$ cat src/hw/vxg_consts.svh
// register offsets, field positions and reset values of the extension gate
`ifndef VXG_CONSTS_SVH
`define VXG_CONSTS_SVH

// ==========================================================================
// register offsets (byte addresses)
`define VXG_ADDR_W            8
`define VXG_OFS_FEATURE_EN    8'h00
`define VXG_OFS_VIRT_CTRL     8'h04
`define VXG_OFS_CAPS          8'h08
`define VXG_OFS_UNLOCK_KEY    8'h0C
`define VXG_OFS_INT_STATUS    8'h10
`define VXG_OFS_INT_MASK      8'h14
`define VXG_OFS_STATE         8'h18
`define VXG_OFS_GUEST_TAG     8'h1C

// ==========================================================================
// field positions
`define VXG_BIT_VIRT_EXT_EN   0
`define VXG_BIT_DISABLE       0
`define VXG_BIT_LOCK          1
`define VXG_BIT_CAP_VIRT      0
`define VXG_BIT_CAP_SECSTART  1
`define VXG_BIT_CAP_LOCK      2
`define VXG_BIT_EV_UD         0
`define VXG_BIT_EV_GP         1
`define VXG_BIT_EV_ENTRY      2
`define VXG_BIT_EV_EXIT       3
`define VXG_BIT_ST_GUEST      0
`define VXG_BIT_ST_GIF        1
`define VXG_ST_TAG_LSB        8
`define VXG_NUM_EVENTS        4

// ==========================================================================
// reset values and fixed codes
`define VXG_RST_GIF           1'b1
`define VXG_HOST_TAG          8'h00
`define VXG_CPL_KERNEL        2'h0

`endif

$ cat src/hw/vxg_pkg.sv
// types shared by the extension gate and its tag unit
package vxg_pkg;

  // ========================================================================
  // instruction classes presented at decode
  typedef enum logic [3:0] {
    VXG_OP_GUEST_ENTRY  = 4'h0,
    VXG_OP_STATE_LOAD   = 4'h1,
    VXG_OP_STATE_SAVE   = 4'h2,
    VXG_OP_GIF_CLEAR    = 4'h3,
    VXG_OP_MONITOR_CALL = 4'h4,
    VXG_OP_TAG_INVAL    = 4'h5,
    VXG_OP_SECURE_START = 4'h6,
    VXG_OP_GIF_SET      = 4'h7,
    VXG_OP_OTHER        = 4'h8
  } vxg_op_t;

  // ========================================================================
  // world the core runs in
  typedef enum logic {
    VXG_WORLD_HOST  = 1'b0,
    VXG_WORLD_GUEST = 1'b1
  } vxg_world_t;

endpackage

$ cat src/hw/vxg_gate.sv
// legality gate for the virtualization-extension instructions
// ==========================================================================
// What this block does
// - guest entry, state load/save, interrupt-flag clear, monitor call and tagged invalidate need the enable bit.
// - secure startup and interrupt-flag set need the enable bit or the secure-startup capability, else fault.
// - guest mode is entered only by guest entry, and some instructions act differently inside it.
// - tlb entries carry an address-space tag so host and guest entries coexist without flushing.
// - guest entry faults invalid-opcode unless protected and enabled, else general-protection above privilege 0.
`include "vxg_consts.svh"

module vxg_gate
  import vxg_pkg::*;
#(
  parameter logic        CAP_VIRT     = 1'b1,
  parameter logic        CAP_SECSTART = 1'b1,
  parameter logic        CAP_LOCK     = 1'b1,
  parameter logic [31:0] UNLOCK_KEY   = 32'h5A5A_A5A5, // arbitrary value
  parameter int          TAG_W        = 8
) (
  input  wire logic                  clk_i,
  input  wire logic                  reset_i,
  // register port
  input  wire logic [`VXG_ADDR_W-1:0] reg_addr_i,
  input  wire logic [31:0]           reg_wdata_i,
  input  wire logic                  reg_wr_i,
  input  wire logic                  reg_rd_i,
  output logic      [31:0]           reg_rdata_o,
  // decode port
  input  wire logic                  instr_valid_i,
  input  wire vxg_op_t               instr_op_i,
  input  wire logic [1:0]            current_privilege_level_i,
  input  wire logic                  prot_mode_i,
  input  wire logic [TAG_W-1:0]      instr_tag_i,
  input  wire logic [31:0]           instr_addr_i,
  input  wire logic                  guest_exit_i,
  // decode answer
  output logic                       done_o,
  output logic                       exec_ok_o,
  output logic                       invalid_opcode_fault_o,
  output logic                       general_protection_fault_o,
  output logic                       guest_mode_o,
  output logic                       global_interrupt_flag_o,
  output logic                       exit_req_o,
  // tlb side and interrupt line
  output logic      [TAG_W-1:0]      tlb_tag_o,
  output logic                       tlb_inval_o,
  output logic      [TAG_W-1:0]      tlb_inval_tag_o,
  output logic      [31:0]           tlb_inval_addr_o,
  output logic                       irq_o
);

  localparam int NEV = `VXG_NUM_EVENTS;

  // ========================================================================
  // state
  typedef struct packed {
    logic             virt_ext_enable;
    logic             virt_disable;
    logic             virt_lock;
    logic [TAG_W-1:0] guest_tag;
    logic [NEV-1:0]   int_status;
    logic [NEV-1:0]   int_mask;
    vxg_world_t       world;
    logic             global_interrupt_flag;
    logic             done;
    logic             exec_ok;
    logic             ud;
    logic             gp;
    logic             exit_req;
    logic             irq;
    logic [31:0]      rdata;
  } vxg_state_t;

  vxg_state_t st_reg;
  vxg_state_t st_next;

  // ========================================================================
  // helpers
  // enable-only group: all of these touch guest state or the tlb
  function automatic logic needs_enable(input vxg_op_t op);
    case (op)
      VXG_OP_GUEST_ENTRY,
      VXG_OP_STATE_LOAD,
      VXG_OP_STATE_SAVE,
      VXG_OP_GIF_CLEAR,
      VXG_OP_MONITOR_CALL,
      VXG_OP_TAG_INVAL:    needs_enable = 1'b1;
      default:             needs_enable = 1'b0;
    endcase
  endfunction

  // startup group: also legal on the capability alone
  function automatic logic needs_either(input vxg_op_t op);
    case (op)
      VXG_OP_SECURE_START,
      VXG_OP_GIF_SET:      needs_either = 1'b1;
      default:             needs_either = 1'b0;
    endcase
  endfunction

  // plain register address match
  function automatic logic hit(input logic [`VXG_ADDR_W-1:0] a, input logic [`VXG_ADDR_W-1:0] ofs);
    hit = (a == ofs);
  endfunction

  // ========================================================================
  // decode-time legality, from live register values
  logic    dec;
  logic    ud_now;
  logic    gp_now;
  logic    ok_now;
  logic    in_guest;
  logic [NEV-1:0] ev;
  logic [31:0]    caps;
  logic [31:0]    state_word;

  // a write in the decode cycle is seen only by the next decode, so the
  // answer never depends on how bus and decode strobes line up
  always_comb begin
    dec      = instr_valid_i;
    in_guest = (st_reg.world == VXG_WORLD_GUEST);
    ud_now   = 1'b0;
    gp_now   = 1'b0;
    // enable-only group faults while the enable bit is clear
    if (needs_enable(instr_op_i) && !st_reg.virt_ext_enable) begin
      ud_now = 1'b1;
    end
    // secure-startup group also runs on the capability alone
    if (needs_either(instr_op_i) && !(st_reg.virt_ext_enable || CAP_SECSTART)) begin
      ud_now = 1'b1;
    end
    // guest entry: invalid-opcode checked first, then privilege
    if (instr_op_i == VXG_OP_GUEST_ENTRY) begin
      if (!prot_mode_i || !st_reg.virt_ext_enable) begin
        ud_now = 1'b1;
      end else if (current_privilege_level_i != `VXG_CPL_KERNEL) begin
        gp_now = 1'b1;
      end
    end
    ok_now = dec && !ud_now && !gp_now;
  end

  // ========================================================================
  // read views of capability and live state
  always_comb begin
    caps = 32'h0000_0000;
    caps[`VXG_BIT_CAP_VIRT]     = CAP_VIRT;
    caps[`VXG_BIT_CAP_SECSTART] = CAP_SECSTART;
    caps[`VXG_BIT_CAP_LOCK]     = CAP_LOCK;
    state_word = 32'h0000_0000;
    state_word[`VXG_BIT_ST_GUEST] = in_guest;
    state_word[`VXG_BIT_ST_GIF]   = st_reg.global_interrupt_flag;
    state_word[`VXG_ST_TAG_LSB +: TAG_W] = tlb_tag_o;
  end

  // ========================================================================
  // next state
  always_comb begin
    st_next          = st_reg;
    ev               = '0;
    st_next.done     = dec;
    st_next.exec_ok  = ok_now;
    st_next.ud       = dec && ud_now;
    st_next.gp       = dec && gp_now;
    st_next.exit_req = 1'b0;

    // world switches and interrupt flag
    if (ok_now) begin
      case (instr_op_i)
        VXG_OP_GUEST_ENTRY: begin
          if (!in_guest) begin
            st_next.world = VXG_WORLD_GUEST;
            st_next.global_interrupt_flag   = 1'b1;
            ev[`VXG_BIT_EV_ENTRY] = 1'b1;
          end
        end
        VXG_OP_MONITOR_CALL: begin
          // inside the guest the call leaves to the monitor
          if (in_guest) begin
            st_next.world    = VXG_WORLD_HOST;
            st_next.exit_req = 1'b1;
            ev[`VXG_BIT_EV_EXIT] = 1'b1;
          end
        end
        VXG_OP_GIF_CLEAR: st_next.global_interrupt_flag = 1'b0;
        VXG_OP_GIF_SET:   st_next.global_interrupt_flag = 1'b1;
        default:          st_next.global_interrupt_flag = st_reg.global_interrupt_flag;
      endcase
    end
    // exit from the intercept machinery
    if (guest_exit_i && in_guest) begin
      st_next.world = VXG_WORLD_HOST;
      ev[`VXG_BIT_EV_EXIT] = 1'b1;
    end
    ev[`VXG_BIT_EV_UD] = dec && ud_now;
    ev[`VXG_BIT_EV_GP] = dec && gp_now;

    // register writes
    // read-only views and unmapped offsets ignore writes
    if (reg_wr_i) begin
      case (reg_addr_i)
        `VXG_OFS_FEATURE_EN: begin
          // enabling is refused without capability or while disabled
          if (!reg_wdata_i[`VXG_BIT_VIRT_EXT_EN] || (CAP_VIRT && !st_reg.virt_disable)) begin
            st_next.virt_ext_enable = reg_wdata_i[`VXG_BIT_VIRT_EXT_EN];
          end
        end
        `VXG_OFS_VIRT_CTRL: begin
          // once locked the disable bit is frozen until the key opens it
          if (!st_reg.virt_lock) begin
            st_next.virt_disable = reg_wdata_i[`VXG_BIT_DISABLE];
            st_next.virt_lock    = reg_wdata_i[`VXG_BIT_LOCK];
          end
        end
        `VXG_OFS_UNLOCK_KEY: begin
          if (CAP_LOCK && reg_wdata_i == UNLOCK_KEY) begin
            st_next.virt_lock = 1'b0;
          end
        end
        `VXG_OFS_INT_MASK:  st_next.int_mask  = reg_wdata_i[NEV-1:0];
        `VXG_OFS_GUEST_TAG: st_next.guest_tag = reg_wdata_i[TAG_W-1:0];
        default:            st_next.int_mask  = st_reg.int_mask;
      endcase
    end

    // mask writes never touch status, so a masked event keeps its trace
    // sticky status: write-one clears, a same-cycle event wins
    if (reg_wr_i && hit(reg_addr_i, `VXG_OFS_INT_STATUS)) begin
      st_next.int_status = st_reg.int_status & ~reg_wdata_i[NEV-1:0];
    end
    st_next.int_status = st_next.int_status | ev;
    st_next.irq        = |(st_next.int_status & st_next.int_mask);

    // zero outside the slot lets a shared bus or-combine read data
    // read data, valid only the cycle after the strobe
    st_next.rdata = 32'h0000_0000;
    if (reg_rd_i) begin
      case (reg_addr_i)
        `VXG_OFS_FEATURE_EN: st_next.rdata = {31'h0000_0000, st_reg.virt_ext_enable};
        `VXG_OFS_VIRT_CTRL:  st_next.rdata = {30'h0000_0000, st_reg.virt_lock, st_reg.virt_disable};
        `VXG_OFS_CAPS:       st_next.rdata = caps;
        `VXG_OFS_INT_STATUS: st_next.rdata = {{(32-NEV){1'b0}}, st_reg.int_status};
        `VXG_OFS_INT_MASK:   st_next.rdata = {{(32-NEV){1'b0}}, st_reg.int_mask};
        `VXG_OFS_STATE:      st_next.rdata = state_word;
        `VXG_OFS_GUEST_TAG:  st_next.rdata = {{(32-TAG_W){1'b0}}, st_reg.guest_tag};
        default:             st_next.rdata = 32'h0000_0000; // key reads as zero too
      endcase
    end
  end

  // ========================================================================
  // state register
  // sync reset; the interrupt flag is the only field
  // whose reset value is not zero
  always_ff @(posedge clk_i) begin
    if (reset_i) begin
      st_reg       <= '0;
      st_reg.world <= VXG_WORLD_HOST;
      st_reg.global_interrupt_flag   <= `VXG_RST_GIF;
    end else begin
      st_reg <= st_next;
    end
  end

  // ========================================================================
  // tlb tag unit sees the world that takes effect at the same edge
  // taking world and tag from the next state keeps tlb_tag_o aligned
  // with guest_mode_o; a registered copy would lag one cycle
  vxg_tag_unit #(
    .TAG_W (TAG_W)
  ) i_vxg_tag_unit (
    .clk_i        (clk_i),
    .reset_i      (reset_i),
    .world_i      (st_next.world),
    .guest_tag_i  (st_next.guest_tag),
    .inval_i      (ok_now && instr_op_i == VXG_OP_TAG_INVAL),
    .inval_tag_i  (instr_tag_i),
    .inval_addr_i (instr_addr_i),
    .tag_o        (tlb_tag_o),
    .inval_o      (tlb_inval_o),
    .inval_tag_o  (tlb_inval_tag_o),
    .inval_addr_o (tlb_inval_addr_o)
  );

  // ========================================================================
  // outputs, all from flops
  // register read data
  assign reg_rdata_o                = st_reg.rdata;
  // decode answer pulses
  assign done_o                     = st_reg.done;
  assign exec_ok_o                  = st_reg.exec_ok;
  assign invalid_opcode_fault_o     = st_reg.ud;
  assign general_protection_fault_o = st_reg.gp;
  // world, interrupt flag, exit pulse and interrupt level
  assign guest_mode_o               = logic'(st_reg.world);
  assign global_interrupt_flag_o    = st_reg.global_interrupt_flag;
  assign exit_req_o                 = st_reg.exit_req;
  assign irq_o                      = st_reg.irq;

endmodule

$ cat src/hw/vxg_tag_unit.sv
// address-space tag driver and tagged invalidate request for the tlb
`include "vxg_consts.svh"

module vxg_tag_unit
  import vxg_pkg::*;
#(
  parameter int TAG_W = 8
) (
  input  wire logic             clk_i,
  input  wire logic             reset_i,
  input  wire vxg_world_t       world_i,
  input  wire logic [TAG_W-1:0] guest_tag_i,
  input  wire logic             inval_i,
  input  wire logic [TAG_W-1:0] inval_tag_i,
  input  wire logic [31:0]      inval_addr_i,
  output logic      [TAG_W-1:0] tag_o,
  output logic                  inval_o,
  output logic      [TAG_W-1:0] inval_tag_o,
  output logic      [31:0]      inval_addr_o
);

  typedef struct packed {
    logic [TAG_W-1:0] tag;
    logic             inval;
    logic [TAG_W-1:0] inval_tag;
    logic [31:0]      inval_addr;
  } vxg_tag_state_t;

  vxg_tag_state_t st_reg;
  vxg_tag_state_t st_next;

  // ========================================================================
  // tag selection: entries keep their tag, so no flush on a world switch
  always_comb begin
    st_next            = st_reg;
    st_next.tag        = (world_i == VXG_WORLD_GUEST) ? guest_tag_i : `VXG_HOST_TAG;
    st_next.inval      = inval_i;
    st_next.inval_tag  = inval_i ? inval_tag_i : st_reg.inval_tag;
    st_next.inval_addr = inval_i ? inval_addr_i : st_reg.inval_addr;
  end

  // state register
  always_ff @(posedge clk_i) begin
    if (reset_i) begin
      st_reg <= '0;
    end else begin
      st_reg <= st_next;
    end
  end

  assign tag_o        = st_reg.tag;
  assign inval_o      = st_reg.inval;
  assign inval_tag_o  = st_reg.inval_tag;
  assign inval_addr_o = st_reg.inval_addr;

endmodule

$ cat config.mk
export PLATFORM = sky130hd
export DESIGN_NAME = vxg_gate
export DESIGN_NICKNAME = d
export VERILOG_FILES = /design/src/hw/vxg_pkg.sv /design/src/hw/vxg_gate.sv /design/src/hw/vxg_tag_unit.sv
export VERILOG_INCLUDE_DIRS = /design/src /design/src/hw
export SDC_FILE = /design/constraint.sdc
export NUM_CORES = 1
export LEC_CHECK = 0
export ABC_AREA = 1
export BUFFER_PORTS_ARGS = -buffer_cell sky130_fd_sc_hd__clkbuf_2
export CAP_MARGIN = 20
export CORE_UTILIZATION = 38
export CTS_BUF_LIST = sky130_fd_sc_hd__clkbuf_4 sky130_fd_sc_hd__clkbuf_8 sky130_fd_sc_hd__clkbuf_16
export CTS_CLUSTER_SIZE = 16
export DETAILED_ROUTE_END_ITERATION = 8
export GPL_TIMING_DRIVEN = 0
export HOLD_SLACK_MARGIN = 0.05
export PLACE_DENSITY = 0.67
export SETUP_SLACK_MARGIN = 0.15
export SYNTH_ARGS = -nofsm -noshare
export SYNTH_HDL_FRONTEND = slang
export SYNTH_SLANG_ARGS = --single-unit
$ cat constraint.sdc
create_clock -name clk_i -period 2.9 [get_ports clk_i]
set_input_delay 0.145 -clock clk_i [delete_from_list [all_inputs] [get_ports clk_i]]
set_output_delay 0.145 -clock clk_i [all_outputs]
set_load 0.02 [all_outputs]
==> results.md, run 1 <==
- Bufs on Longest Clock Path: 2
- Status: finished, final reports clean
- Final period util: 51.44%
- Vias in the first global route: 3991
- Met1 usage: 21.30%
- CTS tree: done
- Critical Path RT: ~3200 ps
- Share of cells above drive strength 1: about a third
- Synth cell types: 35
- Sink Count: 92
- Final hold violations: 0
- CP max stage cell: dfxtp_1
- FF-to-FF path depth: 10
- Via/cell ratio: approximately 4.4
- Slew @ Worst Pin: between 500 and 600 ps
- Hold Buf Count CTS: 31
- First DRT Iteration DRCs: between 100 and 150
- Psw: 588.1 uW
- Area contributors post-synth: dfxtp_1 (45%), inv_1 (9.3%), buf_4 (6.8%), nand2_1 (6.8%), nor2_1 (5.3%)
- HPWL after detailed placement: 7855 um
- Crit path cell chain: nand2_1 > inv_1 > nand2_1 > nor2_4 > nor2_8 > nand2_2 > inv_2 > nand3_1 > nand3_2 > nor2_1
- I/O Buffers: 165
- Post-synth top area share: 45.39%
- P_leak: 0.002807 uW
- Overflow after GRT: 0
- Top_reg_cell synth: dfxtp_1
- Power share of the combinational group: 11.1%
- Fin crit period: 1492 ps
- Post-cts resize count: 0
- PwrDens: 442.2 nW/um^2
- Skew-Pair Late Insertion Delay: 360 ps
- Number of flip-flops under the largest register name: 32
- RSZ-0062 raised after global routing: false
- H-tree lvl count: 3
- Max-cap violations: 0
- DR WL/cell: 11.46 um
- Synth area leader: dfxtp_1
- Filler cell count: 1000
- Ports: roughly 180
- Rel. slew slack: approximately 65%
- Cell Area, Synth: about 4100 sq um
- Fin nets: 857
- Hold path cells: 3
- ANT cells: 0
- Vias: 3978
- Final setup violation count: 0
- Die ar.: 11100 sq um
- Hold crit path type: in -> reg
- Critical path class: reg -> reg
- Cell count after synthesis: 542
- Worst setup SP type: flip-flop
- Initial antenna violation count: 0
- Post-CTS setup buffer count: 0
- GR Util All Layers: approximately a fifth
- Slew Limit Fails: 0
- First-pass GRT wire length: 17340 um
- Worst path max stage delay: about 380 ps
- Hold slack: 65.68 ps
- Fmax: 0.6703 GHz
- Syn_area_per_cell: around 7.5 sq um
- Met2 usage: 35.67%
- Gpl congestion: 0.8525
- Internal: 1903 uW
- Largest net degree at the start of global routing: 15
- Number of flops mapped to enable cells by yosys: 0
- Met3 Track Usage GR: under 10%
- Number of synthesis warnings: 0
- Register share of total power: between 50% and 60%
- Synth Register Bits: 92
- Core Area: 10320 sq um
- Most Crowded Layer GR: met2
- Die Wd: 105.3 um
- Die height: 105.3 um
- Ys async rst share: 0%
- First-pass iteration count of the detailed router: 4
- Worst Path Arrival: between 1500 and 2000 ps
- Critical Path Sink Type: flip-flop
- CTS Buf Count: 9
- Sequential share of the synthesized area: 45.39%
- Worst IR Drop VDD: between 200 and 300 uV
- Routed Antenna Nets: 0
- Finished Core Util: 54.58%
- Syn-to-layout area delta: 38.85%
- Fin Setup TNS: 0 ps
- CP dominant cell by count: nand2_1
- Final wirelength: 10360 um
- Switching share of power: 23.60%
- # rows: 37
- Clk slew on worst S/H paths: 90 ps
- Clock skew: a little under 9 ps
- Worst-path fanout max: 9
- Clock root cell: clkbuf_8
- DRC: 0
- Initial Util: 39.30%
- Clock network power share: between 30% and 40%
[per-layer routing]
| layer | up-vias | share of wire, % |
|---|---|---|
| li1 | 2080 | - |
| met1 | 1765 | 41 |
| met2 | 122 | 50 |
| met3 | 11 | 7.9 |
| met4 | 0 | 0.84 |
| met5 | - | 0 |
[cell usage in the layout (no fill, tap or decap), types with 3 or more instances in the layout]
master,n
nor2_1,57
dfxtp_1,92
nand3_1,25
clkbuf_1,6
o21ai_0,7
nand4_1,5
inv_1,100
a21oi_1,40
nor2_2,3
clkbuf_2,165
inv_2,5
dlygate4sd3_1,31
conb_1,16
nor3_1,7
o21ai_2,10
a21oi_2,10
clkbuf_8,9
nand2_1,73
buf_4,37
buf_6,3
o21ai_1,40
[final timing paths]
kind	start	slack, ps	to
worst max-delay path	st_reg[58]$_SDFFE_PP0P_	1410	i_vxg_tag_unit.tag_o[4]$_SDFF_PP0_
worst min-delay path	instr_addr_i[26]	70	i_vxg_tag_unit.inval_addr_o[26]$_SDFFE_PP0P_
worst max register to register	st_reg[58]$_SDFFE_PP0P_	1410	i_vxg_tag_unit.tag_o[4]$_SDFF_PP0_
worst min register to register	i_vxg_tag_unit.tag_o[3]$_SDFF_PP0_	440	reg_rdata_o[11]$_SDFF_PP0_
[critical path: cells and delay by family (launching register included)]
family | cells | cell delay (ps)
buffers and inverters | 2 | 100
flip-flops | 1 | 380
AND/OR/NAND/NOR | 8 | 910
[cell families after synthesis]
group	after synthesis	synth area share, %
buffers and inverters	155	18.38
flip-flops	92	45.39
AND/OR/NAND/NOR	180	19.89
AO/OA/AOI/OAI	114	16.25
other	1	0.09242
[synth_stat cells, types with 2 or more instances]
| cell type | instances |
|---|---|
| o21ai_0 | 7 |
| a211oi_1 | 2 |
| buf_6 | 3 |
| nand4_1 | 5 |
| buf_2 | 2 |
| nand2_1 | 73 |
| a21oi_1 | 40 |
| nand3_1 | 25 |
| nor2_2 | 3 |
| clkbuf_1 | 6 |
| nor3_1 | 7 |
| nor2_1 | 57 |
| dfxtp_1 | 92 |
| inv_1 | 100 |
| nor4_1 | 2 |
| o21ai_2 | 10 |
| a21oi_2 | 10 |
| inv_2 | 5 |
| a31oi_1 | 2 |
| o21ai_1 | 40 |
| buf_4 | 37 |
[power groups by stage]
stage                     Clock, uW  Combinational [uW]  Sequential (uW)
after floorplan                   0                 122             1330
after global placement            0                 238             1310
after detailed placement          0                 243             1310
after CTS                       961                 277             1280
after global routing           1020                 307             1280
final                           931                 277             1280
[per-stage QoR]
stage	total power (uW)	worst slack, ps	cells	instance area, sq um
2_1_floorplan	1448	1659	557	4114
3_3_place_gp	1549	1293	858	5110
3_5_place_dp	1556	1229	858	5110
4_1_cts	2521	1391	904	5634
5_1_grt	2614	1265	904	5634
6_report	2492	1408	904	5634
[layout make-up]
type                       instances  area (sq um)  share of cell area (%)
multi-input combinational        310          1526                   27.09
timing repair buffer             196          1136                   20.16
inverter                         106         397.9                   7.062
clock inverter                     4         75.07                   1.332
clock buffer                      11         138.9                   2.465
buffer                            49         347.8                   6.174
sequential                        92          1842                   32.69
tap                              136         170.2                   3.020
Power figures use the tool's default switching activity.
==> run 2, diff against run 1 <==
- PLACE_DENSITY: 0.67 -> 0.69
- clock period: 2.9 -> 1.25 ns (I/O delays scaled with it)
==> run 2 against run 1 <==
Non-clock buffer count rose by 33. Highest routed layer unchanged. First-iteration DRC count rose by 48%. Critical path type unchanged. Largest cell class is now buffers. Power is 140% higher. The run now ends with setup timing left. Clock-buffer cell count is 1 lower. Register-to-register slack worse by 1600 ps. Maximum frequency grew 2.8%. Final area rose by 14%.
==> results.md, run 2 (same netlist as run 1, synthesis figures left out) <==
- Status: finished with violations (was finished, final reports clean)
- Failing checks: setup timing
- Power share of the combinational group: 14.0% (was 11.1%)
- Overflow after GRT: 0 (unchanged)
- Slew @ Worst Pin: 719.4 ps (was 527.1 ps)
- Ports: 182 (unchanged)
- Final wirelength: 12020 um (was 10360 um)
- Core Area: 10320 sq um (unchanged)
- CTS Buf Count: 9 (unchanged)
- # rows: 37 (unchanged)
- Clock network power share: 36.1% (was 37.4%)
- Gpl congestion: 0.8419 (was 0.8525)
- Clock root cell: clkbuf_8 (unchanged)
- First DRT Iteration DRCs: 201 (was 136)
- Final setup violation count: 53 (was 0)
- Fmax: 0.6893 GHz (was 0.6703 GHz)
- Filler cell count: 877 (was 1000)
- Bufs on Longest Clock Path: 2 (unchanged)
- P_leak: 0.003107 uW (was 0.002807 uW)
- Critical Path RT: 1480 ps (was 3180 ps)
- Worst setup SP type: flip-flop (unchanged)
- DRC: 0 (unchanged)
- Rel. slew slack: 52.04% (was 64.86%)
- Worst-path fanout max: 10 (was 9)
- First-pass GRT wire length: 19100 um (was 17340 um)
- Footprint of the multi-input gates: 1884 sq um (was 1526 sq um)
- Worst Path Arrival: 1680 ps (was 1780 ps)
- Register share of total power: 49.9% (was 51.5%)
- Hold_sp: reset_i (was instr_addr_i[26])
- Via/cell ratio: 4.543 (was 4.400)
- Commonest cells after routing, fill and taps aside: clkbuf_2 (166), inv_1 (99), dfxtp_1 (90) (was clkbuf_2 (165), inv_1 (100), dfxtp_1 (92))
- Clock skew: 15.66 ps (was 8.941 ps)
- H-tree lvl count: 3 (unchanged)
- First-pass iteration count of the detailed router: 4 (unchanged)
- Finished Core Util: 62.14% (was 54.58%)
- Fin crit period: 1451 ps (was 1492 ps)
- Skew-Pair Late Insertion Delay: 350 ps (was 360 ps)
- Switching share of power: 24.84% (was 23.60%)
- Sink Count: 92 (unchanged)
- FF-to-FF path depth: 10 (unchanged)
- Final period util: 116.1% (was 51.44%)
- Initial Util: 39.30% (unchanged)
- Initial antenna violation count: 0 (unchanged)
- PwrDens: 930.3 nW/um^2 (was 442.2 nW/um^2)
- Share of cells above drive strength 1: 42.47% (was 33.46%)
- RSZ-0062 raised after global routing: true (was false)
- Die ar.: 11100 sq um (unchanged)
- HPWL after detailed placement: 7934 um (was 7855 um)
- Number of flip-flops under the largest register name: 32 (unchanged)
- Hold crit path type: in -> reg (unchanged)
- GR Util All Layers: 21.43% (was 19.47%)
- Max-cap violations: 0 (unchanged)
- Final hold violations: 0 (unchanged)
- Fin worst setup slack: -200.7 ps (was 1408 ps)
- Slew Limit Fails: 0 (unchanged)
- ANT cells: 0 (unchanged)
- Hold Path Sink: st_reg[44]$_SDFF_PP0_ (was i_vxg_tag_unit.inval_addr_o[26]$_SDFFE_PP0P_)
- DR WL/cell: 12.81 um (was 11.46 um)
- Reg area: 1844 sq um (was 1842 sq um)
- I/O Buffers: 165 (unchanged)
- Die Wd: 105.3 um (unchanged)
- Reg2reg end: i_vxg_tag_unit.inval_tag_o[5]$_SDFFE_PP0P_ (was i_vxg_tag_unit.tag_o[4]$_SDFF_PP0_)
- Worst IR Drop VDD: 671.6 uV (was 275.3 uV)
- Reg2Reg Setup Slack: -200 ps (was 1410 ps)
- FF-to-FF Start: st_reg[58]$_SDFFE_PP0P_ (unchanged)
- Clk slew on worst S/H paths: 90 ps (about the same)
- Internal: 4485 uW (was 1903 uW)
- Routed Antenna Nets: 0 (unchanged)
- Critical Path Sink Type: flip-flop (unchanged)
- Largest net degree at the start of global routing: 15 (unchanged)
- Hold slack: 82.19 ps (was 65.68 ps)
- Vias: 4266 (was 3978)
- Critical path class: reg -> reg (unchanged)
- Hold path cells: 4 (was 3)
- Fin nets: 892 (was 857)
- Commonest non-fill, non-tap cell in the layout: clkbuf_2 (unchanged)
- CTS tree: done (unchanged)
- Die height: 105.3 um (unchanged)
- Syn-to-layout area delta: 58.09% (was 38.85%)
- Vias in the first global route: 4231 (was 3991)
- Psw: 1483 uW (was 588.1 uW)
-- run 2: cell types whose count changed in the layout (fill, tap and decap cells not counted), moves of 6 or more --
cell           change
o21ai_1           -31
o21ai_2           +26
dlygate4sd3_1     +16
nor2_1            -11
nor2_2             +9
nand2_1            -6
o21ai_4            +6
-- run 2: layout make-up --
type | instances | area share [%]
multi-input combinational | 312 | 29.37
sequential | 92 | 28.75
timing repair buffer | 229 | 23.48
inverter | 106 | 6.319
buffer | 49 | 6.163
tap | 136 | 2.653
clock buffer | 10 | 2.048
clock inverter | 5 | 1.209
-- run 2: repair_timing --
action	CTS	global route
hold buffers	49	0
endpoints found under the setup margin	56	73
setup buffers	7	5
cloned	4	1
endpoints found under the hold margin	55	0
gates resized for setup	52	56
pin swaps	8	21
-- run 2: power groups by stage --
stage	clock network (uW)	logic, uW	registers (uW)
floorplan	0	284	3080
global placement	0	554	3040
global route	2320	904	2980
CTS	2200	759	2980
finish	2150	838	2980
detailed placement	0	566	3040
-- run 2: critical path, stage by stage (launching register included) --
cell     delay (ps)
dfxtp_2         350
nand2_2          80
inv_2            40
nand2_2          70
nor2_4           50
nor2_8          120
nand4_4         120
buf_6           180
buf_12          140
o21ai_2         140
a21oi_2          50
-- run 2: metal layers --
| metal | GRT usage [%] | wire length, um | up-vias |
|---|---|---|---|
| li1 | - | - | 2161 |
| met1 | 23.43 | 4769 | 1936 |
| met2 | 39.94 | 6169 | 152 |
| met3 | 6.184 | 874 | 17 |
| met4 | 5.936 | 211 | 0 |
| met5 | 0 | 0 | - |
-- run 2: worst max path at each step --
stage | startpoint | endpoint | depth (start not counted)
after floorplan | st_reg[58]$_SDFFE_PP0P_ | i_vxg_tag_unit.inval_addr_o[11]$_SDFFE_PP0P_ | 9
after global routing | st_reg[58]$_SDFFE_PP0P_ | i_vxg_tag_unit.inval_tag_o[5]$_SDFFE_PP0P_ | 10
final | st_reg[58]$_SDFFE_PP0P_ | i_vxg_tag_unit.inval_tag_o[5]$_SDFFE_PP0P_ | 10
after detailed placement | reset_i | i_vxg_tag_unit.inval_tag_o[7]$_SDFFE_PP0P_ | 6
after CTS | st_reg[58]$_SDFFE_PP0P_ | i_vxg_tag_unit.inval_tag_o[6]$_SDFFE_PP0P_ | 10
after global placement | reset_i | i_vxg_tag_unit.inval_tag_o[7]$_SDFFE_PP0P_ | 6
-- run 2: metrics by stage --
| step | std cells | cell area, sq um | worst slack (ps) | power [uW] | setup TNS (ps) |
|---|---|---|---|---|---|
| CTS | 933 | 6128 | -163.2 | 5937 | -6106 |
| floorplan | 557 | 4126 | 33.66 | 3362 | 0 |
| detailed placement | 858 | 5122 | -274.8 | 3610 | -12200 |
| finish | 939 | 6415 | -200.7 | 5968 | -7303 |
| global placement | 858 | 5122 | -284.5 | 3598 | -9975 |
| global route | 939 | 6415 | -249.8 | 6204 | -10710 |
